### src/design/fcb_pkg.sv
// Purpose: Shared constants for the flash command bus host controller.
// Assumes: 10 MHz clock, byte-wide parallel flash on the far side.
// Notes: Command codes, identifier addresses and timing counts live here.
package fcb_pkg;
  localparam int CLK_MHZ = 10;
  localparam int CLK_PERIOD_NS = 1000 / CLK_MHZ;
  // Least low time of the power-down/reset pin.
  localparam int PD_LOW_NS = 100;
  localparam int PD_LOW_CYC = (PD_LOW_NS + CLK_PERIOD_NS - 1) / CLK_PERIOD_NS;
  // Wake time before the first command write; device value unknown here.
  localparam int WAKE_NS = 1000;
  localparam int WAKE_CYC = (WAKE_NS + CLK_PERIOD_NS - 1) / CLK_PERIOD_NS;
  // Strobe low time and recovery for each bus cycle, in clock cycles.
  localparam int STROBE_CYC = 2;
  localparam int RECOVER_CYC = 1;
  localparam int ADDR_W = 20;
  localparam int DATA_W = 8;

  localparam logic [7:0] CMD_READ_ARRAY = 8'hff;
  localparam logic [7:0] CMD_READ_ID = 8'h90;
  localparam logic [7:0] CMD_READ_STATUS = 8'h70;
  localparam logic [7:0] CMD_CLEAR_STATUS = 8'h50;
  localparam logic [7:0] CMD_ERASE_SETUP = 8'h20;
  localparam logic [7:0] CMD_CONFIRM = 8'hd0;
  localparam logic [7:0] CMD_WRITE_SETUP = 8'h40;
  localparam logic [7:0] CMD_WRITE_SETUP_ALT = 8'h10;
  localparam logic [7:0] CMD_SUSPEND = 8'hb0;
  localparam logic [7:0] CMD_LOCK_SETUP = 8'h60;
  localparam logic [7:0] CMD_SET_BLOCK_LOCK = 8'h01;
  localparam logic [7:0] CMD_SET_MASTER_LOCK = 8'hf1;

  // Host operation codes on the user port.
  localparam logic [3:0] OP_READ = 4'h0;
  localparam logic [3:0] OP_READ_ARRAY = 4'h1;
  localparam logic [3:0] OP_READ_ID = 4'h2;
  localparam logic [3:0] OP_READ_STATUS = 4'h3;
  localparam logic [3:0] OP_CLEAR_STATUS = 4'h4;
  localparam logic [3:0] OP_ERASE = 4'h5;
  localparam logic [3:0] OP_BYTE_WRITE = 4'h6;
  localparam logic [3:0] OP_SUSPEND = 4'h7;
  localparam logic [3:0] OP_RESUME = 4'h8;
  localparam logic [3:0] OP_SET_BLOCK_LOCK = 4'h9;
  localparam logic [3:0] OP_SET_MASTER_LOCK = 4'ha;
  localparam logic [3:0] OP_CLEAR_LOCKS = 4'hb;
  localparam logic [3:0] OP_POWER_DOWN = 4'hc;

  localparam logic [19:0] ID_ADDR_MAKER = 20'h00000;
  localparam logic [19:0] ID_ADDR_PART = 20'h00001;
  localparam logic [15:0] ID_ADDR_BLOCK_LOW = 16'h0002;
  localparam logic [19:0] ID_ADDR_MASTER = 20'h00003;
endpackage

### src/design/fcb_bus_cycle.sv
// Purpose: One strobed bus cycle (read or write) on the flash pins.
// Assumes: Caller holds address and data steady while busy.
// Notes: Chip-select and the strobe fall and rise together.
`timescale 1ns/1ns
module fcb_bus_cycle #(
  parameter int STROBE = fcb_pkg::STROBE_CYC,
  parameter int RECOVER = fcb_pkg::RECOVER_CYC
) (
  input wire logic clk,
  input wire logic rst_n,
  input wire logic start,
  input wire logic is_write,
  input wire logic [7:0] data_pins_in,
  output logic busy,
  output logic done,
  output logic chip_sel_n,
  output logic out_en_n,
  output logic wr_en_n,
  output logic data_oe,
  output logic [7:0] rd_data
);
  typedef enum logic [1:0] {BC_IDLE, BC_STROBE, BC_RECOVER} fcb_bc_type;
  fcb_bc_type state_ff, nxt_state;
  logic [3:0] cnt_ff, nxt_cnt;
  logic wr_ff, nxt_wr;
  logic [7:0] rd_ff, nxt_rd;
  logic done_ff, nxt_done;

  always_comb begin
    nxt_state = state_ff;
    nxt_cnt = cnt_ff;
    nxt_wr = wr_ff;
    nxt_rd = rd_ff;
    nxt_done = 1'b0;
    case (state_ff)
      BC_IDLE: begin
        if (start) begin
          nxt_state = BC_STROBE;
          nxt_cnt = 4'(STROBE - 1);
          nxt_wr = is_write;
        end
      end
      BC_STROBE: begin
        if (cnt_ff == 4'h0) begin
          // Data is sampled before the strobe rises, while still driven.
          if (!wr_ff) nxt_rd = data_pins_in;
          nxt_state = BC_RECOVER;
          nxt_cnt = 4'(RECOVER - 1);
        end else begin
          nxt_cnt = cnt_ff - 4'h1;
        end
      end
      BC_RECOVER: begin
        if (cnt_ff == 4'h0) begin
          nxt_state = BC_IDLE;
          nxt_done = 1'b1;
        end else begin
          nxt_cnt = cnt_ff - 4'h1;
        end
      end
      default: nxt_state = BC_IDLE;
    endcase
  end

  always_ff @(posedge clk) begin
    if (!rst_n) begin
      state_ff <= BC_IDLE;
      cnt_ff <= 4'h0;
      wr_ff <= 1'b0;
      rd_ff <= 8'h00;
      done_ff <= 1'b0;
    end else begin
      state_ff <= nxt_state;
      cnt_ff <= nxt_cnt;
      wr_ff <= nxt_wr;
      rd_ff <= nxt_rd;
      done_ff <= nxt_done;
    end
  end

  // Both edges rise together, so the device latches on either one.
  assign chip_sel_n = (state_ff != BC_STROBE);
  // Output-enable and write-enable are never low together.
  assign out_en_n = !(state_ff == BC_STROBE && !wr_ff);
  assign wr_en_n = !(state_ff == BC_STROBE && wr_ff);
  assign data_oe = (state_ff == BC_STROBE) && wr_ff;
  assign busy = (state_ff != BC_IDLE);
  assign done = done_ff;
  assign rd_data = rd_ff;
endmodule

### src/design/fcb_host.sv
// Purpose: Host controller that drives a byte-wide flash through its pins.
// Assumes: Device pins are synchronous to clk; one request at a time.
// Notes: Translates user operations into command write sequences.
`timescale 1ns/1ns
module fcb_host #(
  parameter int WAKE_CYCLES = fcb_pkg::WAKE_CYC,
  parameter int PD_CYCLES = fcb_pkg::PD_LOW_CYC
) (
  input wire logic clk,
  input wire logic rst_n,
  input wire logic req_valid,
  output logic req_ready,
  input wire logic [3:0] req_op,
  input wire logic [19:0] req_addr,
  input wire logic [7:0] req_data,
  input wire logic req_high_voltage,
  output logic resp_valid,
  output logic [7:0] resp_data,
  output logic flash_ready,
  output logic [19:0] addr_pins,
  output logic [7:0] data_pins_out,
  output logic data_pins_oe,
  input wire logic [7:0] data_pins_in,
  output logic chip_sel_n,
  output logic out_en_n,
  output logic wr_en_n,
  output logic powerdown_reset_n,
  output logic reset_high_voltage,
  input wire logic ready_busy_out
);
  typedef enum logic [2:0] {
    HS_PD, HS_WAKE, HS_IDLE, HS_CYC1, HS_CYC2, HS_RESP
  } fcb_hs_type;
  fcb_hs_type state_ff, nxt_state;
  logic [15:0] cnt_ff, nxt_cnt;
  logic [19:0] addr_ff, nxt_addr;
  logic [7:0] d1_ff, nxt_d1;
  logic [7:0] d2_ff, nxt_d2;
  logic two_ff, nxt_two;
  logic rd2_ff, nxt_rd2;
  logic hv_ff, nxt_hv;
  logic [7:0] resp_ff, nxt_resp;
  logic rv_ff, nxt_rv;
  logic [7:0] dout_ff, nxt_dout;
  logic bc_start, bc_write, bc_busy, bc_done;
  logic [7:0] bc_rd;

  // First command byte for an operation; OP_READ issues no command.
  function automatic logic [7:0] first_cmd(input logic [3:0] op);
    case (op)
      fcb_pkg::OP_READ_ARRAY: first_cmd = fcb_pkg::CMD_READ_ARRAY;
      fcb_pkg::OP_READ_ID: first_cmd = fcb_pkg::CMD_READ_ID;
      fcb_pkg::OP_READ_STATUS: first_cmd = fcb_pkg::CMD_READ_STATUS;
      fcb_pkg::OP_CLEAR_STATUS: first_cmd = fcb_pkg::CMD_CLEAR_STATUS;
      fcb_pkg::OP_ERASE: first_cmd = fcb_pkg::CMD_ERASE_SETUP;
      fcb_pkg::OP_BYTE_WRITE: first_cmd = fcb_pkg::CMD_WRITE_SETUP;
      fcb_pkg::OP_SUSPEND: first_cmd = fcb_pkg::CMD_SUSPEND;
      fcb_pkg::OP_RESUME: first_cmd = fcb_pkg::CMD_CONFIRM;
      default: first_cmd = fcb_pkg::CMD_LOCK_SETUP;
    endcase
  endfunction

  // Second write byte; the byte write carries the user's data.
  function automatic logic [7:0] second_cmd(input logic [3:0] op,
                                            input logic [7:0] d);
    case (op)
      fcb_pkg::OP_BYTE_WRITE: second_cmd = d;
      fcb_pkg::OP_SET_BLOCK_LOCK:
        second_cmd = fcb_pkg::CMD_SET_BLOCK_LOCK;
      fcb_pkg::OP_SET_MASTER_LOCK:
        second_cmd = fcb_pkg::CMD_SET_MASTER_LOCK;
      default: second_cmd = fcb_pkg::CMD_CONFIRM;
    endcase
  endfunction

  function automatic logic is_two_write(input logic [3:0] op);
    is_two_write = (op == fcb_pkg::OP_ERASE) ||
                   (op == fcb_pkg::OP_BYTE_WRITE) ||
                   (op == fcb_pkg::OP_SET_BLOCK_LOCK) ||
                   (op == fcb_pkg::OP_SET_MASTER_LOCK) ||
                   (op == fcb_pkg::OP_CLEAR_LOCKS);
  endfunction

  always_comb begin
    nxt_state = state_ff;
    nxt_cnt = cnt_ff;
    nxt_addr = addr_ff;
    nxt_d1 = d1_ff;
    nxt_d2 = d2_ff;
    nxt_two = two_ff;
    nxt_rd2 = rd2_ff;
    nxt_hv = hv_ff;
    nxt_resp = resp_ff;
    nxt_rv = 1'b0;
    nxt_dout = dout_ff;
    bc_start = 1'b0;
    bc_write = 1'b0;
    case (state_ff)
      HS_PD: begin
        // Reset pin is held low for the full minimum time.
        if (cnt_ff == 16'h0) begin
          nxt_state = HS_WAKE;
          nxt_cnt = 16'(WAKE_CYCLES - 1);
        end else begin
          nxt_cnt = cnt_ff - 16'h1;
        end
      end
      HS_WAKE: begin
        // No command goes out until the wake interval has passed.
        if (cnt_ff == 16'h0) nxt_state = HS_IDLE;
        else nxt_cnt = cnt_ff - 16'h1;
      end
      HS_IDLE: begin
        nxt_hv = 1'b0;
        if (req_valid) begin
          nxt_addr = req_addr;
          nxt_d1 = first_cmd(req_op);
          nxt_d2 = second_cmd(req_op, req_data);
          nxt_two = is_two_write(req_op);
          nxt_rd2 = (req_op == fcb_pkg::OP_READ);
          // High voltage is raised only for lock-sensitive operations.
          nxt_hv = req_high_voltage && is_two_write(req_op);
          if (req_op == fcb_pkg::OP_POWER_DOWN) begin
            nxt_state = HS_PD;
            nxt_cnt = 16'(PD_CYCLES - 1);
          end else if (req_op > fcb_pkg::OP_POWER_DOWN) begin
            // Undefined codes are answered without a bus cycle; the address pins still load req_addr.
            nxt_state = HS_RESP;
            nxt_resp = 8'h00;
          end else begin
            nxt_state = HS_CYC1;
          end
        end
      end
      HS_CYC1: begin
        if (!bc_busy && !bc_done) begin
          bc_start = 1'b1;
          bc_write = !rd2_ff;
          nxt_dout = d1_ff;
        end else if (bc_done) begin
          if (rd2_ff) begin
            nxt_resp = bc_rd;
            nxt_state = HS_RESP;
          end else if (two_ff) begin
            nxt_state = HS_CYC2;
          end else begin
            nxt_resp = 8'h00;
            nxt_state = HS_RESP;
          end
        end
      end
      HS_CYC2: begin
        if (!bc_busy && !bc_done) begin
          bc_start = 1'b1;
          bc_write = 1'b1;
          nxt_dout = d2_ff;
        end else if (bc_done) begin
          nxt_resp = 8'h00;
          nxt_state = HS_RESP;
        end
      end
      HS_RESP: begin
        nxt_rv = 1'b1;
        // High voltage is gone before the controller can take a new order.
        nxt_hv = 1'b0;
        nxt_state = HS_IDLE;
      end
      default: nxt_state = HS_IDLE;
    endcase
  end

  always_ff @(posedge clk) begin
    if (!rst_n) begin
      // Reset starts a power-down pulse so the device is in a known mode.
      state_ff <= HS_PD;
      cnt_ff <= 16'(PD_CYCLES - 1);
      addr_ff <= 20'h00000;
      d1_ff <= 8'h00;
      d2_ff <= 8'h00;
      two_ff <= 1'b0;
      rd2_ff <= 1'b0;
      hv_ff <= 1'b0;
      resp_ff <= 8'h00;
      rv_ff <= 1'b0;
      dout_ff <= 8'h00;
    end else begin
      state_ff <= nxt_state;
      cnt_ff <= nxt_cnt;
      addr_ff <= nxt_addr;
      d1_ff <= nxt_d1;
      d2_ff <= nxt_d2;
      two_ff <= nxt_two;
      rd2_ff <= nxt_rd2;
      hv_ff <= nxt_hv;
      resp_ff <= nxt_resp;
      rv_ff <= nxt_rv;
      dout_ff <= nxt_dout;
    end
  end

  // Each read is its own strobe, so status reads always see a fresh latch.
  fcb_bus_cycle u_cycle (
    .clk(clk),
    .rst_n(rst_n),
    .start(bc_start),
    .is_write(bc_write),
    .data_pins_in(data_pins_in),
    .busy(bc_busy),
    .done(bc_done),
    .chip_sel_n(chip_sel_n),
    .out_en_n(out_en_n),
    .wr_en_n(wr_en_n),
    .data_oe(data_pins_oe),
    .rd_data(bc_rd)
  );

  assign req_ready = (state_ff == HS_IDLE);
  assign resp_valid = rv_ff;
  assign resp_data = resp_ff;
  assign addr_pins = addr_ff;
  assign data_pins_out = dout_ff;
  assign powerdown_reset_n = (state_ff != HS_PD);
  assign reset_high_voltage = hv_ff && (state_ff != HS_PD);
  assign flash_ready = ready_busy_out;
endmodule

### config.mk
export PLATFORM = sky130hd
export DESIGN_NAME = fcb_host
export DESIGN_NICKNAME = d
export VERILOG_FILES = /design/src/design/fcb_pkg.sv /design/src/design/fcb_bus_cycle.sv /design/src/design/fcb_host.sv
export SDC_FILE = /design/constraint.sdc
export NUM_CORES = 1
export LEC_CHECK = 0
export BUFFER_PORTS_ARGS = -buffer_cell sky130_fd_sc_hd__buf_4
export CORE_MARGIN = 4
export CORE_UTILIZATION = 50
export CTS_CLUSTER_DIAMETER = 40
export DETAILED_ROUTE_END_ITERATION = 16
export PLACE_DENSITY = 0.83
export RECOVER_POWER = 100
export SLEW_MARGIN = 20
export SYNTH_ARGS = -nofsm -noshare
export SYNTH_HDL_FRONTEND = slang
export SYNTH_SLANG_ARGS = --single-unit
### constraint.sdc
create_clock -name clk -period 6.96 [get_ports clk]
set_input_delay 1.392 -clock clk [delete_from_list [all_inputs] [get_ports clk]]
set_output_delay 1.392 -clock clk [all_outputs]
set_load 0.01 [all_outputs]
### Word-level counts from Yosys, hierarchy flattened

Memories as Yosys holds them, arrays and structs flattened. A register that Yosys moved wholly into a read port is not among the register bits.
Cells that the tools add are included.

* logic and storage cells: 138
* ROM bits: 128
* bits in registers: 83
* output and inout bits: 45
* memories kept: 1
* input bits: 45

Memories
* (name not given): depth 16, width 8, rd ports 1, clocked after Yosys merged registers in 1, write ports 0, line fcb_host.sv:50 `case (op)`

* reductions and logical operators: 39
* multiplexer cells: 47
* bitwise gates (word level): 1
* order comparisons: 1
* equal/unequal tests: 32
* add/sub/neg operators: 2

Operators with widths (number)
* $mux W8: 11
* $mux W16: 4
* $pmux W16 S3: 1
* $pmux W8 S3: 2
* $mux W3: 9
* $ne A2 B2 Y1 const B: 11
* $eq A4 B4 Y1 const B: 4
* $logic_not A16 Y1: 1
* $pmux W8 S2: 1
* $sub A16 B1 Y16 const B: 1
* $pmux W3 S5: 1
* $ne A2 B1 Y1 const B: 7
* $mux W4: 3
* $pmux W4 S3: 1
* $reduce_and A3 Y1: 4
* $reduce_bool A3 Y1: 4
* $reduce_and A9 Y1: 1
* $eq A4 B3 Y1 const B: 2
* $logic_not A4 Y1: 2
* $mux W1: 8
* $logic_not A1 Y1: 7
* $reduce_and A7 Y1: 1
* $eq A3 B2 Y1 const B: 2
* $eq A3 B3 Y1 const B: 2
* other kinds (18): 32

### Longest topological paths before layout

Gate-level depths: netlist of run 1.

* word-level depth: 8
* gate-level depth with buffers: 9
* mapped depth without buffers: 7

### By module

Synthesis of run 1 repeated with hierarchy kept, for this count alone.

* cells, all modules: 492
* area, all modules: 4174.0 um2

Modules (own cells, without submodules)
* fcb_host: instances 1, seq. area each 1441.4 um2, area each 3354.5 um2, cells an instance 410
* fcb_bus_cycle: instances 1, seq. area each 320.3 um2, area each 819.5 um2, cells an instance 82

### Worst setup path after synthesis of run 1

OpenSTA, ideal clock, no wires.

* path kind: input-to-reg
* start: in req_op[0]
* end: reg cnt_ff[13]
* library setup time: 70 ps
* arrival: 3282 ps
* setup slack: 3608 ps
* path buffers: 2
* stages: 9
* cells stage by stage: inv_1 ha_1 and4_1 a21o_1 clkbuf_1 o211ai_1 buf_2 or4_2 a21oi_1

* longest elaborated chain between the ends: 3

RTL lines
* start, declared: line fcb_host.sv:13 `input wire logic [3:0] req_op,`
* $eq A4 B4 Y1: line fcb_host.sv:123 `if (req_op == fcb_pkg::OP_POWER_DOWN) begin`
* $ne A2 B1 Y1 (no source line)
* $reduce_and A4 Y1 (no source line)
* end signal, assigned: line fcb_host.sv:176 `cnt_ff <= 16'(PD_CYCLES - 1);`
* end signal, assigned: line fcb_host.sv:188 `cnt_ff <= nxt_cnt;`
* end, declared: line fcb_host.sv:35 `logic [15:0] cnt_ff, nxt_cnt;`

No other way between the ends.
A chain may end at the register's enable or synchronous reset.

==> results.sh, run 1 <==
export IMPL_outcome="finished, violations left"
export IMPL_violations="capacitance limit, slew limit"
export IMPL_drc=0
export IMPL_cp_max_fo=59
export IMPL_slew_viol_final=60
export IMPL_dpl_cell_count=650
export IMPL_track_usage_pct=18.7
export IMPL_clock_fmax_mhz=242
export IMPL_postSynthNetCount=545
export IMPL_pre_cts_slack_ns=3.26
export IMPL_io_pins=90
export IMPL_finalSetupViolCount=0
export IMPL_max_slew_margin_pct=-73.2
export IMPL_clockRootBuffer="clkbuf_8"
export IMPL_synthToLayoutAreaGrowth_pct=18.5
export IMPL_yosysSeqAreaShare_pct=44.1
export IMPL_cts_resized=0
export IMPL_clock_sinks=88
export IMPL_cp_common_cell="clkbuf_1"
export IMPL_tightest_slew_ns=2.60
export IMPL_cp_top_family="buffers and inverters"
export IMPL_cts_tree="done"
export IMPL_ys_ff_latch=88
export IMPL_postCtsSetupBuffers=0
export IMPL_dieHeight_um=97.3
export IMPL_grt_pass1_vias=3291
export IMPL_crit_type="primary input to flip-flop"
export IMPL_grt_max_degree=60
export IMPL_final_nets=618
export IMPL_antenna_found_initial=0
export IMPL_power_mw=1.39
export IMPL_syn_area_mm2=0.00399
export IMPL_grt_overflow_total=0
export IMPL_finalCritPeriodShare_pct=59.4
export IMPL_totalWireLength_um=8950
export IMPL_cts_max_level=3
export IMPL_whs_ns=0.455
export IMPL_cts_buffers=9
export IMPL_antenna_cells=0
export IMPL_drive_gt1_share_pct=12.6
export IMPL_dieWidth_um=97.3
export IMPL_numPortBuffers=87
export IMPL_rows=32
export IMPL_p_leak_nw=1.84
export IMPL_syn_avg_cell_area_um2=8.21
export IMPL_fin_ws_ns=2.82
export IMPL_clock_latency_ns=0.35
export IMPL_critical_path_startpoint_type="primary input"
export IMPL_rsz0062_at_grt="no"
export IMPL_synth_cell_types=48
export IMPL_cpPeakStageDelay_ns=1.86
export IMPL_drv_cap=1
export IMPL_ant_nets=0
export IMPL_drtIter0Drc=153
export IMPL_fin_crit_ns=4.14
export IMPL_initial_utilization_pct=51.7
export IMPL_fin_tns_setup_ns=0
export IMPL_worstPathCellList="clkbuf_1 -> clkinv_1 -> clkbuf_1 -> a21o_1 -> o21ba_2"
export IMPL_power_density_mw_per_mm2=293
export IMPL_finalHoldViolCount=0
export IMPL_skew_ns=0.0126
export IMPL_endpoint_kind="flip-flop"
export IMPL_core_area_mm2=0.00773
export IMPL_cp_data_required_time_ns=7.21
export IMPL_firstDrtPassIters=4
export IMPL_dp_hpwl_um=6470
export IMPL_via_per_inst=5.32
export IMPL_cts_hold_buf=0
export IMPL_gp_congestion=0.871
export IMPL_wire_per_inst_um=13.4
export IMPL_slowest_stage="clkbuf_1"
export IMPL_ys_warn_count=0
export IMPL_cts_clk_slew_worst_paths_ns=0.08
export IMPL_fin_cells=666
export IMPL_dr_total_vias=3544
export IMPL_peakVddDrop_mv=0.165
export IMPL_crit_buf_inv=3
export IMPL_dieArea_mm2=0.00948
export IMPL_synthCells=486
export IMPL_cp_arrival_ns=4.39
export IMPL_grt_pass1_wl_um=15000
export IMPL_hold_class="flip-flop to flip-flop"
export IMPL_clock_path_buffers=2
[cell usage after synthesis (all sizes together)]
cell type,n,share of area (%)
nand3,7,0.88
clkinv,1,0.094
a2bb2oi,1,0.22
or4,7,1.7
o221ai,2,0.44
or3b,1,0.22
ha,14,4.4
o31ai,3,0.56
a211oi,8,1.5
nand3b,3,0.56
o21a,1,0.19
nor4,2,0.31
nor3,7,0.88
o21ba,2,0.50
inv,15,1.4
a221oi,1,0.22
buf,5,0.66
nand2b,6,0.94
o211ai,7,1.3
a31oi,1,0.16
clkbuf,22,2.1
a21oi,59,7.4
or3,11,1.8
o22a,2,0.44
xor2,5,1.1
or4b,3,0.75
o22ai,2,0.31
mux2i,21,5.3
nand2,88,8.3
nor2,50,4.7
dfxtp,88,44
o21ai,20,2.5
a311oi,6,1.3
nor3b,2,0.38
a221o,1,0.25
mux2,1,0.28
and2,2,0.31
a21o,3,0.56
and3,3,0.47
nor2b,2,0.31
and4,1,0.22
[cell type report]
class / count / area (um2)
sequential: 88 / 1760
multi-input combinational: 355 / 2060
clock buffer: 10 / 138
inverter: 16 / 60.1
clock inverter: 6 / 90.1
fill: 733 / 3000
tap: 102 / 128
timing repair buffer: 89 / 488
[where the power goes]
part	leakage [nW]	internal (mW)	switching [mW]
Sequential	0.712	0.556	0.0519
Combinational	1.02	0.172	0.214
Clock	0.113	0.214	0.177
Total	1.84	0.942	0.443
[per-layer routing]
layer	part of all wire [%]	vias up	wire length (um)	global-route usage, %
met3	4.1	9	371	4.88
met5	0	-	0	0
met2	49	70	4350	32.5
met1	46	1634	4130	23.2
met4	1.1	0	94	4.26
li1	-	1831	-	-
[final timing paths]
kind	startpoint	end	slack, ns	cells after the start
worst max-delay path	rst_n	cnt_ff[6]$_SDFFE_PN0P_	2.82	5
worst min register to register	d1_ff[3]$_SDFFE_PN0P_	d1_ff[3]$_SDFFE_PN0P_	0.46	2
worst max register to register	cnt_ff[0]$_SDFFE_PN0P_	cnt_ff[7]$_SDFFE_PN0P_	3.98	7
worst min-delay path	d1_ff[3]$_SDFFE_PN0P_	d1_ff[3]$_SDFFE_PN0P_	0.46	2
[kinds of logic (layout without fill, tap and decap cells)]
family	count (synthesis)	in the layout	share of synthesized area [%]
simple gates	195	195	22.7
buf+inv	43	121	4.23
compound gates	119	119	17.9
fa+ha+maj	14	14	4.39
xor+xnor	5	5	1.10
flops	88	88	44.1
mux	22	22	5.55
[cell usage in the layout, fill, tap and decap left out, drive strengths merged, types with 5 or more instances in the layout]
master   n
a311oi   6
nand3    7
a21oi   59
or3     11
o211ai   7
a211oi   8
ha      14
o21ai   20
inv     17
nand2   88
nor3     7
nand2b   6
dfxtp   88
buf     41
mux2i   21
xor2     5
or4      7
clkbuf  58
nor2    50
[worst min-delay path: cells and delay by family (launching register included)]
kind	cells	cell delay [ns]
AND/OR/NAND/NOR	1	0.05
flip-flops	1	0.31
AO/OA/AOI/OAI	1	0.05
[state kept, by name, indices dropped and copies added (netlist names), 2 cells and up]
name	count
d1_ff	5
u_cycle.rd_data	8
addr_pins	20
state_ff	3
d2_ff	8
data_pins_out	8
resp_data	8
u_cycle.cnt_ff	4
cnt_ff	16
u_cycle.state_ff	2
[through the flow]
stage | utilization (%) | area, um2
3_3_place_gp | 60.5 | 4680
6_report | 61.2 | 4730
4_1_cts | 63.5 | 4910
3_5_place_dp | 60.5 | 4680
5_1_grt | 61.2 | 4730
2_1_floorplan | - | 3990
(Power assumes the default switching activity.)
==> inputs of run 2 (changes only) <==
- clock period: 6.96 -> 4.2 ns (I/O delays scaled with it)
==> results.sh, run 2 (synthesized netlist as in run 1, its figures left out) <==
export IMPL_cp_top_family="buffers and inverters"
export IMPL_pre_cts_slack_ns=1.05
export IMPL_cts_tree="done"
export IMPL_nFillCells=723
export IMPL_initial_utilization_pct=51.7
export IMPL_firstDrtPassIters=4
export IMPL_grt_pass1_wl_um=15500
export IMPL_peakVddDrop_mv=0.223
export IMPL_cp_max_fo=59
export IMPL_largest_reg_flops=20
export IMPL_totalWireLength_um=9040
export IMPL_rsz0062_at_grt="no"
export IMPL_max_slew_margin_pct=-75.6
export IMPL_cp_arrival_ns=3.61
export IMPL_clockRootBuffer="clkbuf_8"
export IMPL_fin_ws_ns=0.832
export IMPL_tightest_slew_ns=2.63
export IMPL_drtIter0Drc=139
export IMPL_final_nets=618
export IMPL_finalCritPeriodShare_pct=80.2
export IMPL_finalHoldViolCount=0
export IMPL_clock_fmax_mhz=297
export IMPL_violations="capacitance limit, slew limit"
export IMPL_slowest_stage="clkbuf_1"
export IMPL_grt_pass1_vias=3394
export IMPL_slew_viol_final=99
export IMPL_p_sw_share_pct=33.2
export IMPL_core_area_mm2=0.00773
export IMPL_clock_power_share_pct=23.6
export IMPL_cts_clk_slew_worst_paths_ns=0.08
export IMPL_track_usage_pct=19.1
export IMPL_final_cell_mix="88 x nand2_1, 88 x dfxtp_1, 59 x a21oi_1"
export IMPL_antenna_cells=0
export IMPL_synthToLayoutAreaGrowth_pct=16.9
export IMPL_grt_max_degree=60
export IMPL_antenna_found_initial=0
export IMPL_cts_buffers=9
export IMPL_dr_total_vias=3565
export IMPL_drv_cap=2
export IMPL_cpPeakStageDelay_ns=1.87
export IMPL_clock_latency_ns=0.35
export IMPL_postCtsSetupBuffers=0
export IMPL_p_sw_mw=0.713
export IMPL_skew_ns=0.0118
export IMPL_clock_sinks=88
export IMPL_fin_tns_setup_ns=0
export IMPL_endpoint_kind="flip-flop"
export IMPL_wire_per_inst_um=13.6
export IMPL_dp_hpwl_um=6560
export IMPL_numPortBuffers=87
export IMPL_via_per_inst=5.35
export IMPL_dieHeight_um=97.3
export IMPL_worstPathCellList="buf_4 -> clkinv_1 -> clkbuf_1 -> a21o_1 -> o21ba_2"
export IMPL_p_int_mw=1.43
export IMPL_finalSetupViolCount=0
export IMPL_dieArea_mm2=0.00948
export IMPL_p_seq_share_pct=46.9
export IMPL_r2r_setup_slack_ns=1.12
export IMPL_p_leak_nw=1.81
export IMPL_cp_data_required_time_ns=4.45
export IMPL_ant_nets=0
export IMPL_crit_type="primary input to flip-flop"
export IMPL_cts_resized=0
export IMPL_gp_congestion=0.880
export IMPL_drc=0
export IMPL_critical_path_startpoint_type="primary input"
export IMPL_fin_crit_ns=3.37
export IMPL_cts_max_level=3
export IMPL_power_density_mw_per_mm2=460
export IMPL_io_pins=90
export IMPL_drive_gt1_share_pct=12.1
export IMPL_hold_class="flip-flop to flip-flop"
export IMPL_crit_buf_inv=3
export IMPL_dieWidth_um=97.3
export IMPL_outcome="finished, violations left"
export IMPL_grt_overflow_total=0
export IMPL_cts_hold_buf=0
export IMPL_rows=32
export IMPL_clock_path_buffers=2
export IMPL_pwr_share_comb_pct=29.5
## run 2: cell count changes in the layout (fill, tap and decap cells not counted), sizes merged
cell    before  now
buf         41   42
bufinv       2    0
clkbuf      58   60
clkinv       2    3
inv         17   15
## run 2: path summary, 6_finish.rpt
check                                               to  depth (start not counted)                    from
worst max register to register  cnt_ff[7]$_SDFFE_PN0P_                          7  cnt_ff[0]$_SDFFE_PN0P_
worst min register to register   d1_ff[5]$_SDFFE_PN0P_                          2   d1_ff[5]$_SDFFE_PN0P_
worst max-delay path            cnt_ff[6]$_SDFFE_PN0P_                          5                   rst_n
worst min-delay path             d1_ff[5]$_SDFFE_PN0P_                          2   d1_ff[5]$_SDFFE_PN0P_
## run 2: worst reg2reg max path, cell delays in order (launching register included)
cell      delay, ns
dfxtp_1        0.33
inv_1          0.08
ha_1           0.18
or4b_2         0.66
or4_1          0.75
o211ai_1       0.65
or4_2          0.24
a21oi_1        0.06
## run 2: through the flow
stage / util, % / hold WS, ns / power (mW) / std cells / area, um2
2_1_floorplan: - / 0.427 / 1.51 / 486 / 3990
3_3_place_gp: 60.5 / 0.437 / 1.64 / 650 / 4680
3_5_place_dp: 60.5 / 0.443 / 1.68 / 650 / 4680
4_1_cts: 62.7 / 0.454 / 2.18 / 666 / 4840
5_1_grt: 60.4 / 0.469 / 2.30 / 666 / 4670
6_report: 60.4 / 0.453 / 2.15 / 666 / 4670
## run 2: power by group through the flow
stage / logic (mW) / clock network [mW] / registers, mW
6_report: 0.633 / 0.507 / 1.01
5_1_grt: 0.722 / 0.554 / 1.02
4_1_cts: 0.658 / 0.518 / 1.00
3_5_place_dp: 0.652 / 0 / 1.02
3_3_place_gp: 0.625 / 0 / 1.02
2_1_floorplan: 0.518 / 0 / 0.995
## run 2: routing by layer
layer  wire [um]  track usage, %  share of wire [%]  vias up
met5           0               0                  0        -
met4         168            7.45                1.9        0
met3         372            3.23                4.1       14
met2        4460            32.5                 49       69
met1        4040            24.3                 45     1650
li1            -               -                  -     1832
## run 2: area by class of cell
class	instances	area, um2	area share (%)
multi-input cells	355	2060	44.1
inverters	16	60.1	1.29
flip-flops and latches	88	1760	37.7
well taps	102	128	2.73
clock inverters	3	17.5	0.375
clock buffers	13	149	3.19
repair buffers	89	492	10.5
